===== config.mk =====
export PLATFORM = sky130hd
export DESIGN_NAME = dfic_top
export DESIGN_NICKNAME = d
export VERILOG_FILES = /design/src/dfic_pkg.sv /design/src/dfic_deb_if.sv /design/src/dfic_debounce.sv /design/src/dfic_top.sv
export SDC_FILE = /design/constraint.sdc
export NUM_CORES = 1
export LEC_CHECK = 0
export BUFFER_PORTS_ARGS = -buffer_cell sky130_fd_sc_hd__clkbuf_2
export CAP_MARGIN = 10
export CORE_MARGIN = 2
export CORE_UTILIZATION = 57
export CTS_CLUSTER_DIAMETER = 150
export DETAILED_ROUTE_END_ITERATION = 10
export PLACE_DENSITY = 0.81
export SLEW_MARGIN = 40
export SYNTH_ARGS = -nofsm -noshare
export SYNTH_HDL_FRONTEND = slang
export SYNTH_SLANG_ARGS = --single-unit

===== constraint.sdc =====
create_clock -name REF_CLK -period 5.11 [get_ports REF_CLK]
set_clock_uncertainty 0.05 [all_clocks]
set_input_delay 1.022 -clock REF_CLK [delete_from_list [all_inputs] [get_ports REF_CLK]]
set_output_delay 1.022 -clock REF_CLK [all_outputs]
set_load 0.01 [all_outputs]

===== src/dfic_pkg.sv =====
// shared constants for the drive fault and input configuration block
package dfic_pkg;
    localparam int DATA_W = 32;
    localparam int ADDR_W = 8;
    localparam int PIN_W = 16;
    localparam int CLK_MHZ = 250;
    // parameter offsets
    localparam logic [7:0] INPUT_PULLUP_MODE_CONFIG_OFS = 8'hA5;
    localparam logic [7:0] DEBOUNCED_INPUT_LEVELS_OFS = 8'hA6;
    localparam logic [7:0] FAULT_MASK_UPPER_OFS = 8'hA7;
    // fault mask field positions
    localparam int MASK_CMD_LOST_BIT = 12;
    localparam int MASK_HW_INIT_BIT = 13;
    localparam int MASK_SAFETY_BIT = 14;
    localparam int MASK_CURR_BIT = 15;
    localparam int MASK_WIRING_BIT = 16;
    localparam logic [31:0] MASK_WR_BITS = 32'h0001_D000;
    localparam logic [31:0] FAULT_MASK_RST = 32'h0000_0000;
    // input configuration fields
    localparam int CFG_DIFF_BIT = 8;
    localparam logic [15:0] INPUT_CFG_RST = 16'h0000;
    localparam logic [15:0] LEVELS_RST = 16'h0000;
    // debounce sample period
    localparam int SAMPLE_TIME_NS = 1000;
    localparam int SAMPLE_DIV = SAMPLE_TIME_NS * CLK_MHZ / 1000;
    localparam int DEB_SAMPLES_DEF = 8;
endpackage


===== src/dfic_deb_if.sv =====
// raw pins in, debounced levels out, plus sample tick
`timescale 1ns/1ps
interface dfic_deb_if #(parameter int W = 16);
    logic [W-1:0] raw;
    logic tick;
    logic [W-1:0] levels;
    modport ctl (output raw, output tick, input levels);
    modport deb (input raw, input tick, output levels);
endinterface


===== src/dfic_debounce.sv =====
// per-pin debounce filter on a sample tick
`timescale 1ns/1ps
module dfic_debounce #(
    parameter int W = 16,
    parameter int SAMPLES = dfic_pkg::DEB_SAMPLES_DEF
) (
    // clock and reset
    input wire logic clk,
    input wire logic rst,
    // pins
    dfic_deb_if.deb dbi
);
    import dfic_pkg::*;
    localparam int CW = $clog2(SAMPLES + 1);
    localparam logic [CW-1:0] LAST = CW'(SAMPLES - 1);

    logic [W-1:0] lvl_r, lvl_nxt;
    logic [CW-1:0] cnt_r [W], cnt_nxt [W];

    // a level flips only after SAMPLES differing samples in a row
    always_comb begin
        lvl_nxt = lvl_r;
        for (int i = 0; i < W; i++) begin
            cnt_nxt[i] = cnt_r[i];
            if (dbi.raw[i] == lvl_r[i]) begin
                cnt_nxt[i] = '0;
            end else if (dbi.tick) begin
                if (cnt_r[i] == LAST) begin
                    lvl_nxt[i] = dbi.raw[i];
                    cnt_nxt[i] = '0;
                end else begin
                    cnt_nxt[i] = cnt_r[i] + CW'(1);
                end
            end
        end
    end

    always_ff @(posedge clk or posedge rst) begin
        if (rst) begin
            lvl_r <= W'(LEVELS_RST);
            for (int i = 0; i < W; i++) begin
                cnt_r[i] <= '0;
            end
        end else begin
            lvl_r <= lvl_nxt;
            for (int i = 0; i < W; i++) begin
                cnt_r[i] <= cnt_nxt[i];
            end
        end
    end

    assign dbi.levels = lvl_r;

    a_deb_on_tick: assert property (@(posedge clk) disable iff (rst)
        $changed(lvl_r) |-> $past(dbi.tick))
        else $error("level changed without a sample tick");
    a_deb_to_raw: assert property (@(posedge clk) disable iff (rst)
        $changed(lvl_r[0]) |-> lvl_r[0] == $past(dbi.raw[0]))
        else $error("level moved away from raw input");
    c_deb_flip: cover property (@(posedge clk) disable iff (rst)
        $changed(lvl_r[0]));
endmodule


===== src/dfic_top.sv =====
// fault mask upper bits, input configuration and input level registers
`timescale 1ns/1ps
module dfic_top #(
    parameter int NUM_PULLUPS = 8,
    parameter int DEB_SAMPLES = dfic_pkg::DEB_SAMPLES_DEF,
    parameter int SAMPLE_DIV = dfic_pkg::SAMPLE_DIV
) (
    // clock and reset
    input wire logic REF_CLK,
    input wire logic SYS_RST,
    // parameter access
    input wire logic [dfic_pkg::ADDR_W-1:0] PAR_ADDR,
    input wire logic PAR_WR,
    input wire logic PAR_RD,
    input wire logic [dfic_pkg::DATA_W-1:0] PAR_WDATA,
    output logic [dfic_pkg::DATA_W-1:0] PAR_RDATA,
    output logic PAR_ACK,
    // fault events
    input wire logic CMD_LOST,
    input wire logic HW_INIT_FAIL,
    input wire logic SAFETY_CHK_FAIL,
    input wire logic CURR_UNCTRL,
    input wire logic WIRING_OPEN,
    input wire logic FAULT_CLEAR,
    output logic FAULT_LATCHED,
    output logic OUTPUT_DISABLE,
    // input pins
    input wire logic [dfic_pkg::PIN_W-1:0] INPUT_PINS,
    output logic [NUM_PULLUPS-1:0] PULLUP_EN,
    output logic DIFF_MODE
);
    import dfic_pkg::*;
    localparam int DW = $clog2(SAMPLE_DIV + 1);
    localparam logic [DW-1:0] DIV_LAST = DW'(SAMPLE_DIV - 1);

    // writable bits of the configuration register
    function automatic logic [15:0] cfg_wr_bits(input int n);
        logic [15:0] m;
        m = '0;
        for (int i = 0; i < n; i++) begin
            m[i] = 1'b1;
        end
        m[CFG_DIFF_BIT] = 1'b1;
        return m;
    endfunction
    localparam logic [15:0] CFG_WR = cfg_wr_bits(NUM_PULLUPS);

    logic [15:0] cfg_r, cfg_nxt;
    logic [31:0] mask_r, mask_nxt;
    logic fault_r, fault_nxt;
    logic [DATA_W-1:0] rdata_r, rdata_nxt;
    logic ack_r, ack_nxt;
    logic [DW-1:0] div_r, div_nxt;
    logic [31:0] mask_view;
    logic ev_latch;
    logic wr_cfg, wr_mask;

    dfic_deb_if #(.W(PIN_W)) dbi ();

    dfic_debounce #(.W(PIN_W), .SAMPLES(DEB_SAMPLES)) u_deb (
        .clk(REF_CLK),
        .rst(SYS_RST),
        .dbi(dbi.deb)
    );

    assign dbi.raw = INPUT_PINS;
    assign dbi.tick = (div_r == DIV_LAST);

    assign wr_cfg = PAR_WR && PAR_ADDR == INPUT_PULLUP_MODE_CONFIG_OFS;
    assign wr_mask = PAR_WR && PAR_ADDR == FAULT_MASK_UPPER_OFS;

    // bit 13 is a live status bit, never stored
    always_comb begin
        mask_view = mask_r;
        mask_view[MASK_HW_INIT_BIT] = HW_INIT_FAIL;
    end

    assign ev_latch =
        (CMD_LOST && mask_r[MASK_CMD_LOST_BIT]) ||
        HW_INIT_FAIL ||
        (SAFETY_CHK_FAIL && mask_r[MASK_SAFETY_BIT]) ||
        (CURR_UNCTRL && mask_r[MASK_CURR_BIT]) ||
        (WIRING_OPEN && mask_r[MASK_WIRING_BIT]);

    always_comb begin
        div_nxt = dbi.tick ? '0 : div_r + DW'(1);
        cfg_nxt = cfg_r;
        mask_nxt = mask_r;
        if (wr_cfg) begin
            cfg_nxt = PAR_WDATA[15:0] & CFG_WR;
        end
        if (wr_mask) begin
            mask_nxt = PAR_WDATA & MASK_WR_BITS;
        end
        // a new event wins over a clear in the same cycle
        if (ev_latch) begin
            fault_nxt = 1'b1;
        end else if (FAULT_CLEAR) begin
            fault_nxt = 1'b0;
        end else begin
            fault_nxt = fault_r;
        end
        ack_nxt = PAR_WR || PAR_RD;
        rdata_nxt = rdata_r;
        if (PAR_RD) begin
            case (PAR_ADDR)
                INPUT_PULLUP_MODE_CONFIG_OFS: rdata_nxt = {16'h0000, cfg_r};
                DEBOUNCED_INPUT_LEVELS_OFS:
                    rdata_nxt = {16'h0000, dbi.levels};
                FAULT_MASK_UPPER_OFS: rdata_nxt = mask_view;
                default: rdata_nxt = '0;
            endcase
        end
    end

    always_ff @(posedge REF_CLK or posedge SYS_RST) begin
        if (SYS_RST) begin
            div_r <= '0;
            cfg_r <= INPUT_CFG_RST;
            mask_r <= FAULT_MASK_RST;
            fault_r <= 1'b0;
            rdata_r <= '0;
            ack_r <= 1'b0;
        end else begin
            div_r <= div_nxt;
            cfg_r <= cfg_nxt;
            mask_r <= mask_nxt;
            fault_r <= fault_nxt;
            rdata_r <= rdata_nxt;
            ack_r <= ack_nxt;
        end
    end

    assign PAR_RDATA = rdata_r;
    assign PAR_ACK = ack_r;
    assign FAULT_LATCHED = fault_r;
    assign OUTPUT_DISABLE = fault_r;
    assign PULLUP_EN = cfg_r[NUM_PULLUPS-1:0];
    assign DIFF_MODE = cfg_r[CFG_DIFF_BIT];

    a_cmd_lost_latch: assert property (@(posedge REF_CLK) disable iff (SYS_RST)
        CMD_LOST && mask_r[MASK_CMD_LOST_BIT] |=> OUTPUT_DISABLE)
        else $error("command loss did not disable outputs");
    a_init_bit_ro: assert property (@(posedge REF_CLK) disable iff (SYS_RST)
        PAR_RD && PAR_ADDR == FAULT_MASK_UPPER_OFS
        |=> PAR_RDATA[MASK_HW_INIT_BIT] == $past(HW_INIT_FAIL))
        else $error("mask bit 13 does not show init status");
    a_safety_latch: assert property (@(posedge REF_CLK) disable iff (SYS_RST)
        SAFETY_CHK_FAIL && mask_r[MASK_SAFETY_BIT] && FAULT_CLEAR
        |=> FAULT_LATCHED)
        else $error("safety failure lost against clear");
    a_current_latch: assert property (@(posedge REF_CLK) disable iff (SYS_RST)
        CURR_UNCTRL && mask_r[MASK_CURR_BIT] |=> FAULT_LATCHED)
        else $error("current fault not latched");
    a_wiring_latch: assert property (@(posedge REF_CLK) disable iff (SYS_RST)
        WIRING_OPEN && mask_r[MASK_WIRING_BIT] |=> FAULT_LATCHED)
        else $error("open wiring not latched");
    a_masked_quiet: assert property (@(posedge REF_CLK) disable iff (SYS_RST)
        !FAULT_LATCHED && !HW_INIT_FAIL && mask_r[16:12] == 5'h00
        |=> !FAULT_LATCHED)
        else $error("fault latched with every event masked");
    a_pullup_write: assert property (@(posedge REF_CLK) disable iff (SYS_RST)
        wr_cfg |=> PULLUP_EN == $past(PAR_WDATA[NUM_PULLUPS-1:0]))
        else $error("pull-up enables do not follow write");
    a_diff_write: assert property (@(posedge REF_CLK) disable iff (SYS_RST)
        wr_cfg |=> DIFF_MODE == $past(PAR_WDATA[CFG_DIFF_BIT]))
        else $error("input mode does not follow write");
    a_levels_read: assert property (@(posedge REF_CLK) disable iff (SYS_RST)
        PAR_RD && PAR_ADDR == DEBOUNCED_INPUT_LEVELS_OFS
        |=> PAR_RDATA == {16'h0000, $past(dbi.levels)} && PAR_ACK)
        else $error("input level read returned wrong data");
    a_levels_ro: assert property (@(posedge REF_CLK) disable iff (SYS_RST)
        PAR_WR && PAR_ADDR == DEBOUNCED_INPUT_LEVELS_OFS
        |=> $stable(cfg_r) && $stable(mask_r))
        else $error("write to input levels changed a register");
    // latch, mask and configuration bookkeeping
    a_init_latch: assert property (@(posedge REF_CLK) disable iff (SYS_RST)
        HW_INIT_FAIL |=> FAULT_LATCHED)
        else $error("init failure did not latch a fault");
    a_clear_drop: assert property (@(posedge REF_CLK) disable iff (SYS_RST)
        FAULT_CLEAR && !ev_latch |=> !FAULT_LATCHED)
        else $error("fault stayed latched after a clear");
    a_hold_latched: assert property (@(posedge REF_CLK) disable iff (SYS_RST)
        FAULT_LATCHED && !FAULT_CLEAR |=> FAULT_LATCHED)
        else $error("latched fault dropped without a clear");
    a_mask_write: assert property (@(posedge REF_CLK) disable iff (SYS_RST)
        wr_mask
        |=> mask_r == ($past(PAR_WDATA) & MASK_WR_BITS))
        else $error("mask register does not follow write");
    a_cfg_unused: assert property (@(posedge REF_CLK) disable iff (SYS_RST)
        PAR_RD && PAR_ADDR == INPUT_PULLUP_MODE_CONFIG_OFS
        |=> (PAR_RDATA & ~{16'h0000, CFG_WR}) == '0)
        else $error("unused configuration bits read nonzero");
    a_cfg_stable: assert property (@(posedge REF_CLK) disable iff (SYS_RST)
        !wr_cfg |=> $stable(cfg_r))
        else $error("configuration changed without a write");
    a_mask_stable: assert property (@(posedge REF_CLK) disable iff (SYS_RST)
        !wr_mask |=> $stable(mask_r))
        else $error("mask changed without a write");

    c_fault_rise: cover property (@(posedge REF_CLK) disable iff (SYS_RST)
        $rose(FAULT_LATCHED));
    c_fault_cleared: cover property (@(posedge REF_CLK) disable iff (SYS_RST)
        $fell(FAULT_LATCHED));
    c_diff_on: cover property (@(posedge REF_CLK) disable iff (SYS_RST)
        $rose(DIFF_MODE));
    c_levels_read: cover property (@(posedge REF_CLK) disable iff (SYS_RST)
        PAR_RD && PAR_ADDR == DEBOUNCED_INPUT_LEVELS_OFS);
endmodule


==> results.md, run 1 <==
* Outcome: completed
* CTS Sinks at 120
* Number of setup violations in the final report at 0
* R2R Setup Slk at around 2.8 ns
* Slew @ Worst Pin at 0.767 ns
* Post-Syn Area at 0.00635 sq mm
* Reg2reg end: u_deb.dbi.levels[4]$_DFFE_PP0P_
* PortBufs at 75
* Prevailing post-synth register cell: dfrtp_1
* Vias in the first global route at between 4k and 5k
* Maximum fanout along the worst path at 28
* Starting Density at 0.585
* Fmax at 434 MHz
* Worst r2r src: div_r[1]$_DFF_PP0_
* Total track usage at 0.246
* Bufs on Longest Clock Path at 2
* Routability congestion estimate at about 0.75
* Nets at 766
* Mux cell area share after synthesis at 0.106
* Synthesized flop and latch total at 120
* CP peak stage delay at 0.63 ns
* ANT nets after route at 0
* Worst hold start: PAR_RDATA[3]$_DFFE_PP0P_
* Worst r2r path cells at 6
* Commonest cells after routing, fill and taps aside: 120 x dfrtp_1, 75 x clkbuf_2, 67 x nand3_1
* Post-synthesis compound-gate area fraction at 0.0968
* Crit share post-route at 0.451
* CTS Hold Bufs at 0
* Iteration-0 DRC Markers at 288
* Avg Inst Size Synth at around 10 sq um
* Resize count post-CTS at 0
* Fin crit period at 2.30 ns
* Post-Synth Simple-Gate Area at 0.195
* Worst slew margin at 0.486
* Clk_lat worst skew at 0.52 ns
* RSZ-0062 raised after global routing: false
* Clk slew on worst S/H paths at approximately 0.06 ns
* Setup ws final at 2.81 ns
* Worst path bufs/invs at 2
* Largest net degree at the start of global routing at 70
* Gr busiest metal: met2
* Final hold vios at 0
* Setup crit end kind: flip-flop
* Critical path origin: div_r[1]$_DFF_PP0_
* Setup TNS at 0 ns
* # rows at 38
* Fillers at 786
* Pre-antenna DRT Iters at 6
* Num CTS Buffers at 17
* Area share of fa/ha/maj cells after synthesis at 0.0355
* Largest family of logic cells by synthesized area: simple AND/OR/NAND/NOR gates
* Synth Area in XOR/XNOR at 0.0469
* Cell Chain, Critical Path: inv_1 > ha_1 > and4b_2 > buf_4 > nand3_1 > mux2_2
* Post-synthesis sequential area ratio at 0.473
* EDFF count, synth at 0
* Global-route wire length before repair at 22900 microns
* Synth async-reset ratio at 1.00
* Max-slew violations at 0
* Post-DP HPWL at 9110 microns
* Grt met3 use at 0.0634
* Initial antenna violation count at 0
* Design area at roughly 0.0074 sq mm
* Post-route DRC at 0
* Pwr/cell area at 324 mW/mm^2
* H-tree depth at 4
* Cell depth of the worst setup path at 6
* Met1 Usage GRT at 0.319
* Worst Setup Start Kind: flip-flop
* Vias per inst at 6.00
* Gr ovfl total at 0
* Synth-to-layout area growth at 16.5%
* Die H at 110 microns
* Critical path arrival at 2.65 ns
* CP top delay family: simple AND/OR/NAND/NOR gates
* ANT cells at 0
* DP Worst Slack at around 2.3 ns
* Chip width at 110 microns
* CP Data Required Time at 5.46 ns
* Max VDD drop at around 0.00020 V
* Setup crit end: u_deb.dbi.levels[4]$_DFFE_PP0P_
* Cell variety after synth at 45
* CTS tree: built
* Core region area at 0.0108 sq mm
* YS warnings at 0
* Vias post-DR at roughly 5k
* Post-Syn Instances at 615
* Share of layout cells above drive strength 1 at 0.217
* Slowest cell on crit path: and4b_2
* Hold WC Path Type: reg -> reg
* Static Leak at 3.46 nW
* Most common cell after layout, fill and taps aside: dfrtp_1
* Setup Buffers After CTS at 0
* Die ar. at 0.0120 sq mm
* Grt met2 use at 0.407
* DP Area at 0.00673 sq mm
* Max-cap viol count at 0
* Number of I/O pins at 110
* Wire length per cell at approximately 16 microns
* Worst Setup Path Type: reg -> reg
* Routed WL at 13700 microns
* Root buf cell: clkbuf_8
* Final design utilization at 0.682
==> cells by family (layout without fill, tap and decap cells) <==
group	after synthesis	after routing
simple gates	222	222
buf+inv	53	119
fa+ha+maj	18	18
other cells	1	15
flops	120	120
compound gates	104	104
mux	63	63
xor+xnor	34	34
==> final cells by class <==
class,instances,area (sq um),area share
clock inverter,7,135,0.0183
inverter,6,25.0,0.00338
clock buffer,25,514,0.0695
multi-input combinational,456,3110,0.421
tap,140,175,0.0237
timing repair buffer,81,433,0.0585
sequential,120,3000,0.406
==> stage by stage <==
step / power (mW) / hold slack, ns / std cells
after floorplan: 1.09 / 0.433 / 629
after global placement: 1.12 / 0.419 / 802
after detailed placement: 1.13 / 0.422 / 802
after CTS: 2.42 / 0.441 / 834
after global routing: 2.48 / 0.466 / 835
final: 2.40 / 0.440 / 835
==> state kept, by name, indices dropped and copies added (netlist names) <==
name / flops
FAULT_LATCHED: 1
PAR_ACK: 1
PAR_RDATA: 17
cfg_r: 9
div_r: 8
mask_r: 4
u_deb.cnt_r: 64
u_deb.dbi.levels: 16
==> where the power goes <==
group	total, mW	switching [mW]	internal [mW]
sequential	0.978	0.0149	0.963
clock	1.29	0.405	0.881
combinational	0.133	0.0802	0.0530
total	2.40	0.500	1.90
==> routing by layer <==
| metal | part of all wire | wire [microns] |
|---|---|---|
| met1 | 0.43 | 5900 |
| met2 | 0.49 | 6750 |
| met3 | 0.063 | 860 |
| met4 | 0.010 | 140 |
| met5 | 0 | 0 |
==> cell usage after synthesis (all sizes together) (2+ instances only) <==
cell type	n	area [sq um]
a21oi	37	185
a22oi	10	75.1
and3b	16	140
buf	33	216
clkbuf	14	52.6
dfrtp	120	3000
ha	18	225
inv	5	18.8
mux2	33	372
mux2i	30	300
nand2	51	191
nand2b	16	100
nand3	68	340
nand3b	2	15.0
nand4	3	25.0
nor2	8	30.0
nor2b	4	25.0
nor3	15	75.1
o211ai	2	15.0
o21ai	34	170
o2bb2ai	7	61.3
o31ai	10	75.1
or3	16	100
or4	15	113
xnor2	17	149
xor2	17	149
==> how the worst min path moves through the flow <==
stage / end / slack [ns] / cells past startpoint
2_1_floorplan: FAULT_LATCHED$_DFFE_PP0P_ / 0.43 / 2
3_3_place_gp: PAR_RDATA[5]$_DFFE_PP0P_ / 0.42 / 2
3_5_place_dp: PAR_RDATA[3]$_DFFE_PP0P_ / 0.42 / 2
4_1_cts: PAR_RDATA[3]$_DFFE_PP0P_ / 0.44 / 2
5_1_grt: PAR_RDATA[3]$_DFFE_PP0P_ / 0.47 / 2
6_report: PAR_RDATA[3]$_DFFE_PP0P_ / 0.44 / 2
==> worst reg2reg max path, cell delays in order, from the launching register on <==
cell and delay (ns):
dfrtp_1 0.42, inv_1 0.08, ha_1 0.19, and4b_2 0.63, buf_4 0.37, nand3_1 0.13, mux2_2 0.31
Note: power is estimated with default switching activity, not from simulation.
==> run 2: changes to the inputs <==
- CORE_UTILIZATION: 57 -> 51
- PLACE_DENSITY: 0.81 -> 0.77
- clock period: 5.11 -> 2.04 ns (I/O delays scaled with it)
==> run 2 against run 1 <==
Sequential share of layout area shrank 0.73 points. Non-clock buffer count grew 11. Combinational power grew to 2.6 times the previous value. Wire length grew 0.41%. Design area grew 1.8%. Die area grew 11%. Largest power group unchanged.
==> results.md, run 2 (synthesized netlist as in run 1, its figures left out) <==
* CTS Hold Bufs at 1
* Die H at 116 microns
* Worst Setup Start Kind: flip-flop
* Post-route DRC at 0
* CTS tree: built
* Nets at about 780
* Metal3 WL at ~660 microns
* Commonest cells after routing, fill and taps aside: 120 x dfrtp_1, 75 x clkbuf_2, 67 x nand3_1
* CP top delay family: simple AND/OR/NAND/NOR gates
* Fillers at 915
* CP Data Required Time at 2.32 ns
* Iteration-0 DRC Markers at 261
* Wire length per cell at 15.7 microns
* Clk slew on worst S/H paths at 0.06 ns
* Synth-to-layout area growth at 18.7%
* Setup ws final at 0.117 ns
* Hold WC Path Type: in -> reg
* Worst path bufs/invs at 2
* Resize count post-CTS at 0
* CTS Sinks at 120
* Fmax at 520 MHz
* Most common cell after layout, fill and taps aside: dfrtp_1
* Cell Chain, Critical Path: inv_1 > ha_1 > nand4b_4 > buf_12 > or4_1 > a21oi_1
* Largest net degree at the start of global routing at 52
* Max VDD drop at roughly 0.0006 V
* # rows at 40
* Clk_lat worst skew at 0.41 ns
* Number of I/O pins at 110
* DP Area at 0.00691 sq mm
* Num CTS Buffers at 17
* Core region area at 0.0121 sq mm
* PortBufs at between 70 and 80
* Worst slew margin at 0.466
* Chip width at 116 microns
* Starting Density at 0.526
* Vias post-DR at slightly below 5k
* Fin crit period at between 1.5 and 2 ns
* ANT cells at 0
* Max-slew violations at 0
* Post-DP HPWL at 9450 microns
* Largest register FFs at 64
* H-tree depth at 4
* Static Leak at 3.49 nW
* DP Worst Slack at roughly 0.16 ns
* Pre-antenna DRT Iters at 5
* Met2 wire len at approximately 6800 microns
* Root buf cell: clkbuf_16
* Pwr/cell area at 779 mW/mm^2
* Routability congestion estimate at approximately 0.78
* Top layer reached by signal wires: met4
* Crit share post-route at 0.943
* RSZ-0062 raised after global routing: false
* Setup TNS at 0 ns
* Vias per inst at 5.69
* CP peak stage delay at between 0.5 and 0.6 ns
* Reg with most FFs: u_deb.cnt_r
* Slew @ Worst Pin at 0.798 ns
* Design area at 0.00753 sq mm
* Maximum fanout along the worst path at about 50
* Setup Buffers After CTS at 0
* Outcome: completed
* Total track usage at 0.222
* Total power at 5.87 mW
* ANT nets after route at 0
* Slowest cell on crit path: or4_1
* Global-route wire length before repair at 23500 microns
* Final design utilization at 0.624
* Vias in the first global route at between 5k and 6k
* Critical path arrival at ~2.2 ns
* Gr ovfl total at 0
* Final hold vios at 0
* Initial antenna violation count at 0
* Setup crit end kind: flip-flop
* Area of the multi-input gates at 0.00311 sq mm
* Max-cap viol count at 0
* M1 WL at 6080 microns
* Worst Setup Path Type: reg -> reg
* Bufs on Longest Clock Path at 2
* FF/Latch Area at 0.00300 sq mm
* Routed WL at ~14000 microns
* Share of layout cells above drive strength 1 at 0.228
* Die ar. at 0.0134 sq mm
* Number of setup violations in the final report at 0
[run 2: metal layers]
metal,GRT usage,vias up
met1,0.291,2432
li1,-,2355
met5,0,-
met2,0.359,170
met4,0.0884,0
met3,0.0497,12
[run 2: final timing paths]
path	from	to	slack, ns	depth (start not counted)
worst max-delay path	div_r[1]$_DFF_PP0_	u_deb.cnt_r[52]$_DFFE_PP0P_	0.12	6
worst min-delay path	CMD_LOST	FAULT_LATCHED$_DFFE_PP0P_	0.18	3
worst max register to register	div_r[1]$_DFF_PP0_	u_deb.cnt_r[52]$_DFFE_PP0P_	0.12	6
worst min register to register	PAR_RDATA[5]$_DFFE_PP0P_	PAR_RDATA[5]$_DFFE_PP0P_	0.44	2
max in group asynchronous	SYS_RST	u_deb.cnt_r[41]$_DFFE_PP0P_	0.88	4
min in group asynchronous	SYS_RST	FAULT_LATCHED$_DFFE_PP0P_	0.50	3
[run 2: stage by stage]
step / hold WS, ns / instances
6_report: 0.176 / 874
5_1_grt: 0.159 / 874
4_1_cts: 0.162 / 874
3_5_place_dp: 0.353 / 841
3_3_place_gp: 0.343 / 841
2_1_floorplan: 0.433 / 629
[run 2: worst min-delay path: stages]
cell and delay (ns):
clkbuf_2 0.08, a21oi_1 0.05, nand3_1 0.07
[run 2: where the power goes]
part	leakage, nW	switching (mW)	total (mW)	internal (mW)
clock network	0.281	1.12	3.07	1.96
logic	1.59	0.202	0.346	0.144
registers	1.62	0.0378	2.45	2.41
[run 2: cell type report]
| class | instances | area share |
|---|---|---|
| tap | 168 | 0.0279 |
| multi-input combinational | 456 | 0.413 |
| clock buffer | 18 | 0.0583 |
| clock inverter | 14 | 0.0233 |
| timing repair buffer | 92 | 0.0754 |
| inverter | 6 | 0.00349 |
| sequential | 120 | 0.399 |
==> run 3: changes to the inputs <==
- ABC_AREA: unset -> 1
- CELL_PAD_IN_SITES_DETAIL_PLACEMENT: unset -> 1
- CELL_PAD_IN_SITES_GLOBAL_PLACEMENT: unset -> 2
- CORE_UTILIZATION: 51 -> 30
- PLACE_DENSITY: 0.77 -> unset
- PLACE_DENSITY_LB_ADDON: unset -> 0.1
==> run 3 against run 2 <==
First-iteration DRC count decreased by 32%. Utilization shrank 26 points. Global-route usage down 6.7 points. Synthesized area rose by 1.7%. Flip-flop and latch count did not move. Clock power up 5%. Largest cell class unchanged. Worst setup slack better by 0.17 ns. Worst hold slack worse by 0.041 ns.
==> results.md, run 3 <==
* Mux cell area share after synthesis at 0
* Synth-to-layout area growth at 20.4%
* DP Area at 0.00712 sq mm
* PortBufs at 75
* Prevailing post-synth register cell: dfrtp_1
* Setup crit end kind: flip-flop
* EDFF count, synth at 0
* Slowest cell on crit path: dfrtp_1
* Max VDD drop at ~0.00047 V
* Hold slack at 0.135 ns
* Gr ovfl total at 0
* YS warnings at 0
* Post-DP HPWL at 11900 microns
* Critical path origin: div_r[1]$_DFF_PP0_
* Worst Setup Path Type: reg -> reg
* Worst Setup Start Kind: flip-flop
* CTS Sinks at 120
* Pre-antenna DRT Iters at 4
* Total track usage at 0.155
* Combinational power share at 0.044
* Post-Syn Area at 0.00645 sq mm
* Most common cell on crit path: inv_1
* Final hold vios at 0
* Die H at ~150 microns
* Post-synthesis sequential area ratio at 0.465
* Maximum fanout along the worst path at 42
* Routability congestion estimate at 0.748
* Num CTS Buffers at 17
* Post-Synth Simple-Gate Area at 0.326
* Global-route wire length before repair at 28100 microns
* Synth area leader: dfrtp_1
* Synth Area in XOR/XNOR at 0.0611
* CP peak stage delay at 0.40 ns
* Nets at about 950
* RSZ-0062 raised after global routing: false
* Share of layout cells above drive strength 1 at 0.164
* Crit share post-route at 0.859
* Setup ws final at 0.288 ns
* Pwr/cell area at 757 mW/mm^2
* Clk slew on worst S/H paths at 0.06 ns
* Cell Chain, Critical Path: inv_1 > ha_1 > inv_1 > nor2_1 > nand2_4 > buf_6 > o21ai_0 > nand2_1
* Cell depth of the worst setup path at 8
* Chip width at 151 microns
* Post-route insts no fill at 1158
* Worst path bufs/invs at 3
* Setup TNS at 0 ns
* Largest family of logic cells by synthesized area: simple AND/OR/NAND/NOR gates
* Iteration-0 DRC Markers at 178
* Design area at between 0.007 and 0.008 sq mm
* Most common cell after layout, fill and taps aside: nand2_1
* Hold WC Path Type: in -> reg
* Top-area cell type share of the netlist area at 0.465
* Vias in the first global route at between 5k and 6k
* Area share of fa/ha/maj cells after synthesis at 0.0349
* Slew @ Worst Pin at 0.588 ns
* Synth async-reset ratio at 1.00
* Switching share of power at 0.230
* Vias per inst at 4.71
* Avg Inst Size Synth at 8.20 sq um
* Worst hold start: FAULT_CLEAR
* Number of setup violations in the final report at 0
* ANT nets after route at 0
* Fin crit period at 1.75 ns
* CTS tree: built
* Die ar. at between 0.02 and 0.025 sq mm
* Cells after DPL at 1125
* Clk network pwr share at 0.546
* Worst r2r src: div_r[1]$_DFF_PP0_
* CP Data Required Time at 2.28 ns
* Root buf cell: clkbuf_16
* Post-route DRC at 0
* # rows at 53
* Initial antenna violation count at 0
* Internal Power at 4.53 mW
* Share of power burned in registers at 0.410
* Core region area at ~0.021 sq mm
* Reg with most FFs: u_deb.cnt_r
* CP top delay family: simple AND/OR/NAND/NOR gates
* Hold path cells at 2
* Wire length per cell at around 14 microns
* Worst r2r path cells at 8
* Synth area leaders: dfrtp_1 47%, nand2_1 13%, nand3_1 12%
* Static Leak at 4.01 nW
* Post-synthesis compound-gate area fraction at 0.0396
* Vias post-DR at 5449
* Max-cap viol count at 0
* ANT cells at 0
* Number of I/O pins at 110
* Largest net degree at the start of global routing at 78
* Critical path arrival at 1.99 ns
* P_sw at 1.35 mW
* DP Worst Slack at 0.170 ns
* H-tree depth at 4
* Starting Density at 0.306
* Outcome: completed
* Count leader, synth: nand2_1
* Post-Syn Instances at 787
* Commonest cells after routing, fill and taps aside: 232 x nand2_1, 161 x nand3_1, 120 x dfrtp_1
* Max-slew violations at 0
* Clk_lat worst skew at 0.41 ns
* Largest register FFs at 64
* Synthesized flop and latch total at 120
* Post-synth top cells: 232 x nand2_1, 161 x nand3_1, 120 x dfrtp_1
* Fmax at ~570 MHz
* Setup Buffers After CTS at 0
* Routed WL at 16500 microns
* Worst slew margin at 0.605
* Cell variety after synth at 30
* Bufs on Longest Clock Path at 2
[run 3: changes by cell type after synthesis, sizes merged, moves of 12 or more]
cell / change
nor2: +44
mux2i: -30
or4: -15
inv: +49
and3b: -16
a21oi: -32
nand3: +93
or3: -16
nand2: +183
nand2b: -16
xor2: +12
mux2: -33
nor3: -14
[run 3: final timing paths]
kind                                                   end  slack, ns
hold / removal                   FAULT_LATCHED$_DFFE_PP0P_       0.13
setup / recovery           u_deb.dbi.levels[6]$_DFFE_PP0P_       0.29
min in group asynchronous        FAULT_LATCHED$_DFFE_PP0P_       0.43
setup reg to reg           u_deb.dbi.levels[6]$_DFFE_PP0P_       0.29
max in group asynchronous               div_r[1]$_DFF_PP0_       0.81
hold reg to reg                  PAR_RDATA[15]$_DFFE_PP0P_       0.43
[run 3: logic make-up after synthesis]
family	after synthesis
AND/OR/NAND/NOR	460
AO/OA/AOI/OAI	49
adder cells (fa/ha/maj)	18
XOR/XNOR	45
flip-flops	120
other	1
buffers and inverters	94
[run 3: timing repair]
item	CTS	global route
hold buffers	1	0
endpoints found under the setup margin	0	4
gates resized for setup	0	1
endpoints found under the hold margin	7	0
[run 3: worst reg2reg max path, cell delays in order (launching register included)]
cell and delay (ns):
dfrtp_1 0.40, inv_1 0.07, ha_1 0.14, inv_1 0.05, nor2_1 0.17, nand2_4 0.18
buf_6 0.28, o21ai_0 0.22, nand2_1 0.07
[run 3: routing by layer]
metal | GRT usage | vias to the layer above | routed length (microns)
met5 | 0 | - | 0
met4 | 0.0467 | 0 | 228
met3 | 0.0348 | 13 | 414
met2 | 0.275 | 49 | 8520
met1 | 0.186 | 2688 | 7320
li1 | - | 2699 | -
[run 3: metrics by stage]
| step | utilization | power (mW) |
|---|---|---|
| 3_5_place_dp | 0.338 | 2.72 |
| 2_1_floorplan | - | 2.62 |
| 4_1_cts | 0.368 | 6.01 |
| 5_1_grt | 0.368 | 6.15 |
| 3_3_place_gp | 0.338 | 2.71 |
| 6_report | 0.368 | 5.88 |
[run 3: power by group through the flow]
stage / logic (mW) / clock network (mW) / registers (mW)
floorplan: 0.161 / 0 / 2.46
global placement: 0.261 / 0 / 2.45
detailed placement: 0.268 / 0 / 2.45
CTS: 0.271 / 3.33 / 2.41
global route: 0.301 / 3.44 / 2.41
finish: 0.261 / 3.21 / 2.41
[run 3: cell type report]
| class | count | area, sq um |
|---|---|---|
| Timing Repair Buffer | 89 | 537 |
| Sequential cell | 120 | 3000 |
| Tap cell | 275 | 344 |
| Clock buffer | 18 | 429 |
| Inverter | 55 | 210 |
| Multi-Input combinational cell | 587 | 3040 |
| Fill cell | 2521 | 13300 |
| Clock inverter | 14 | 198 |
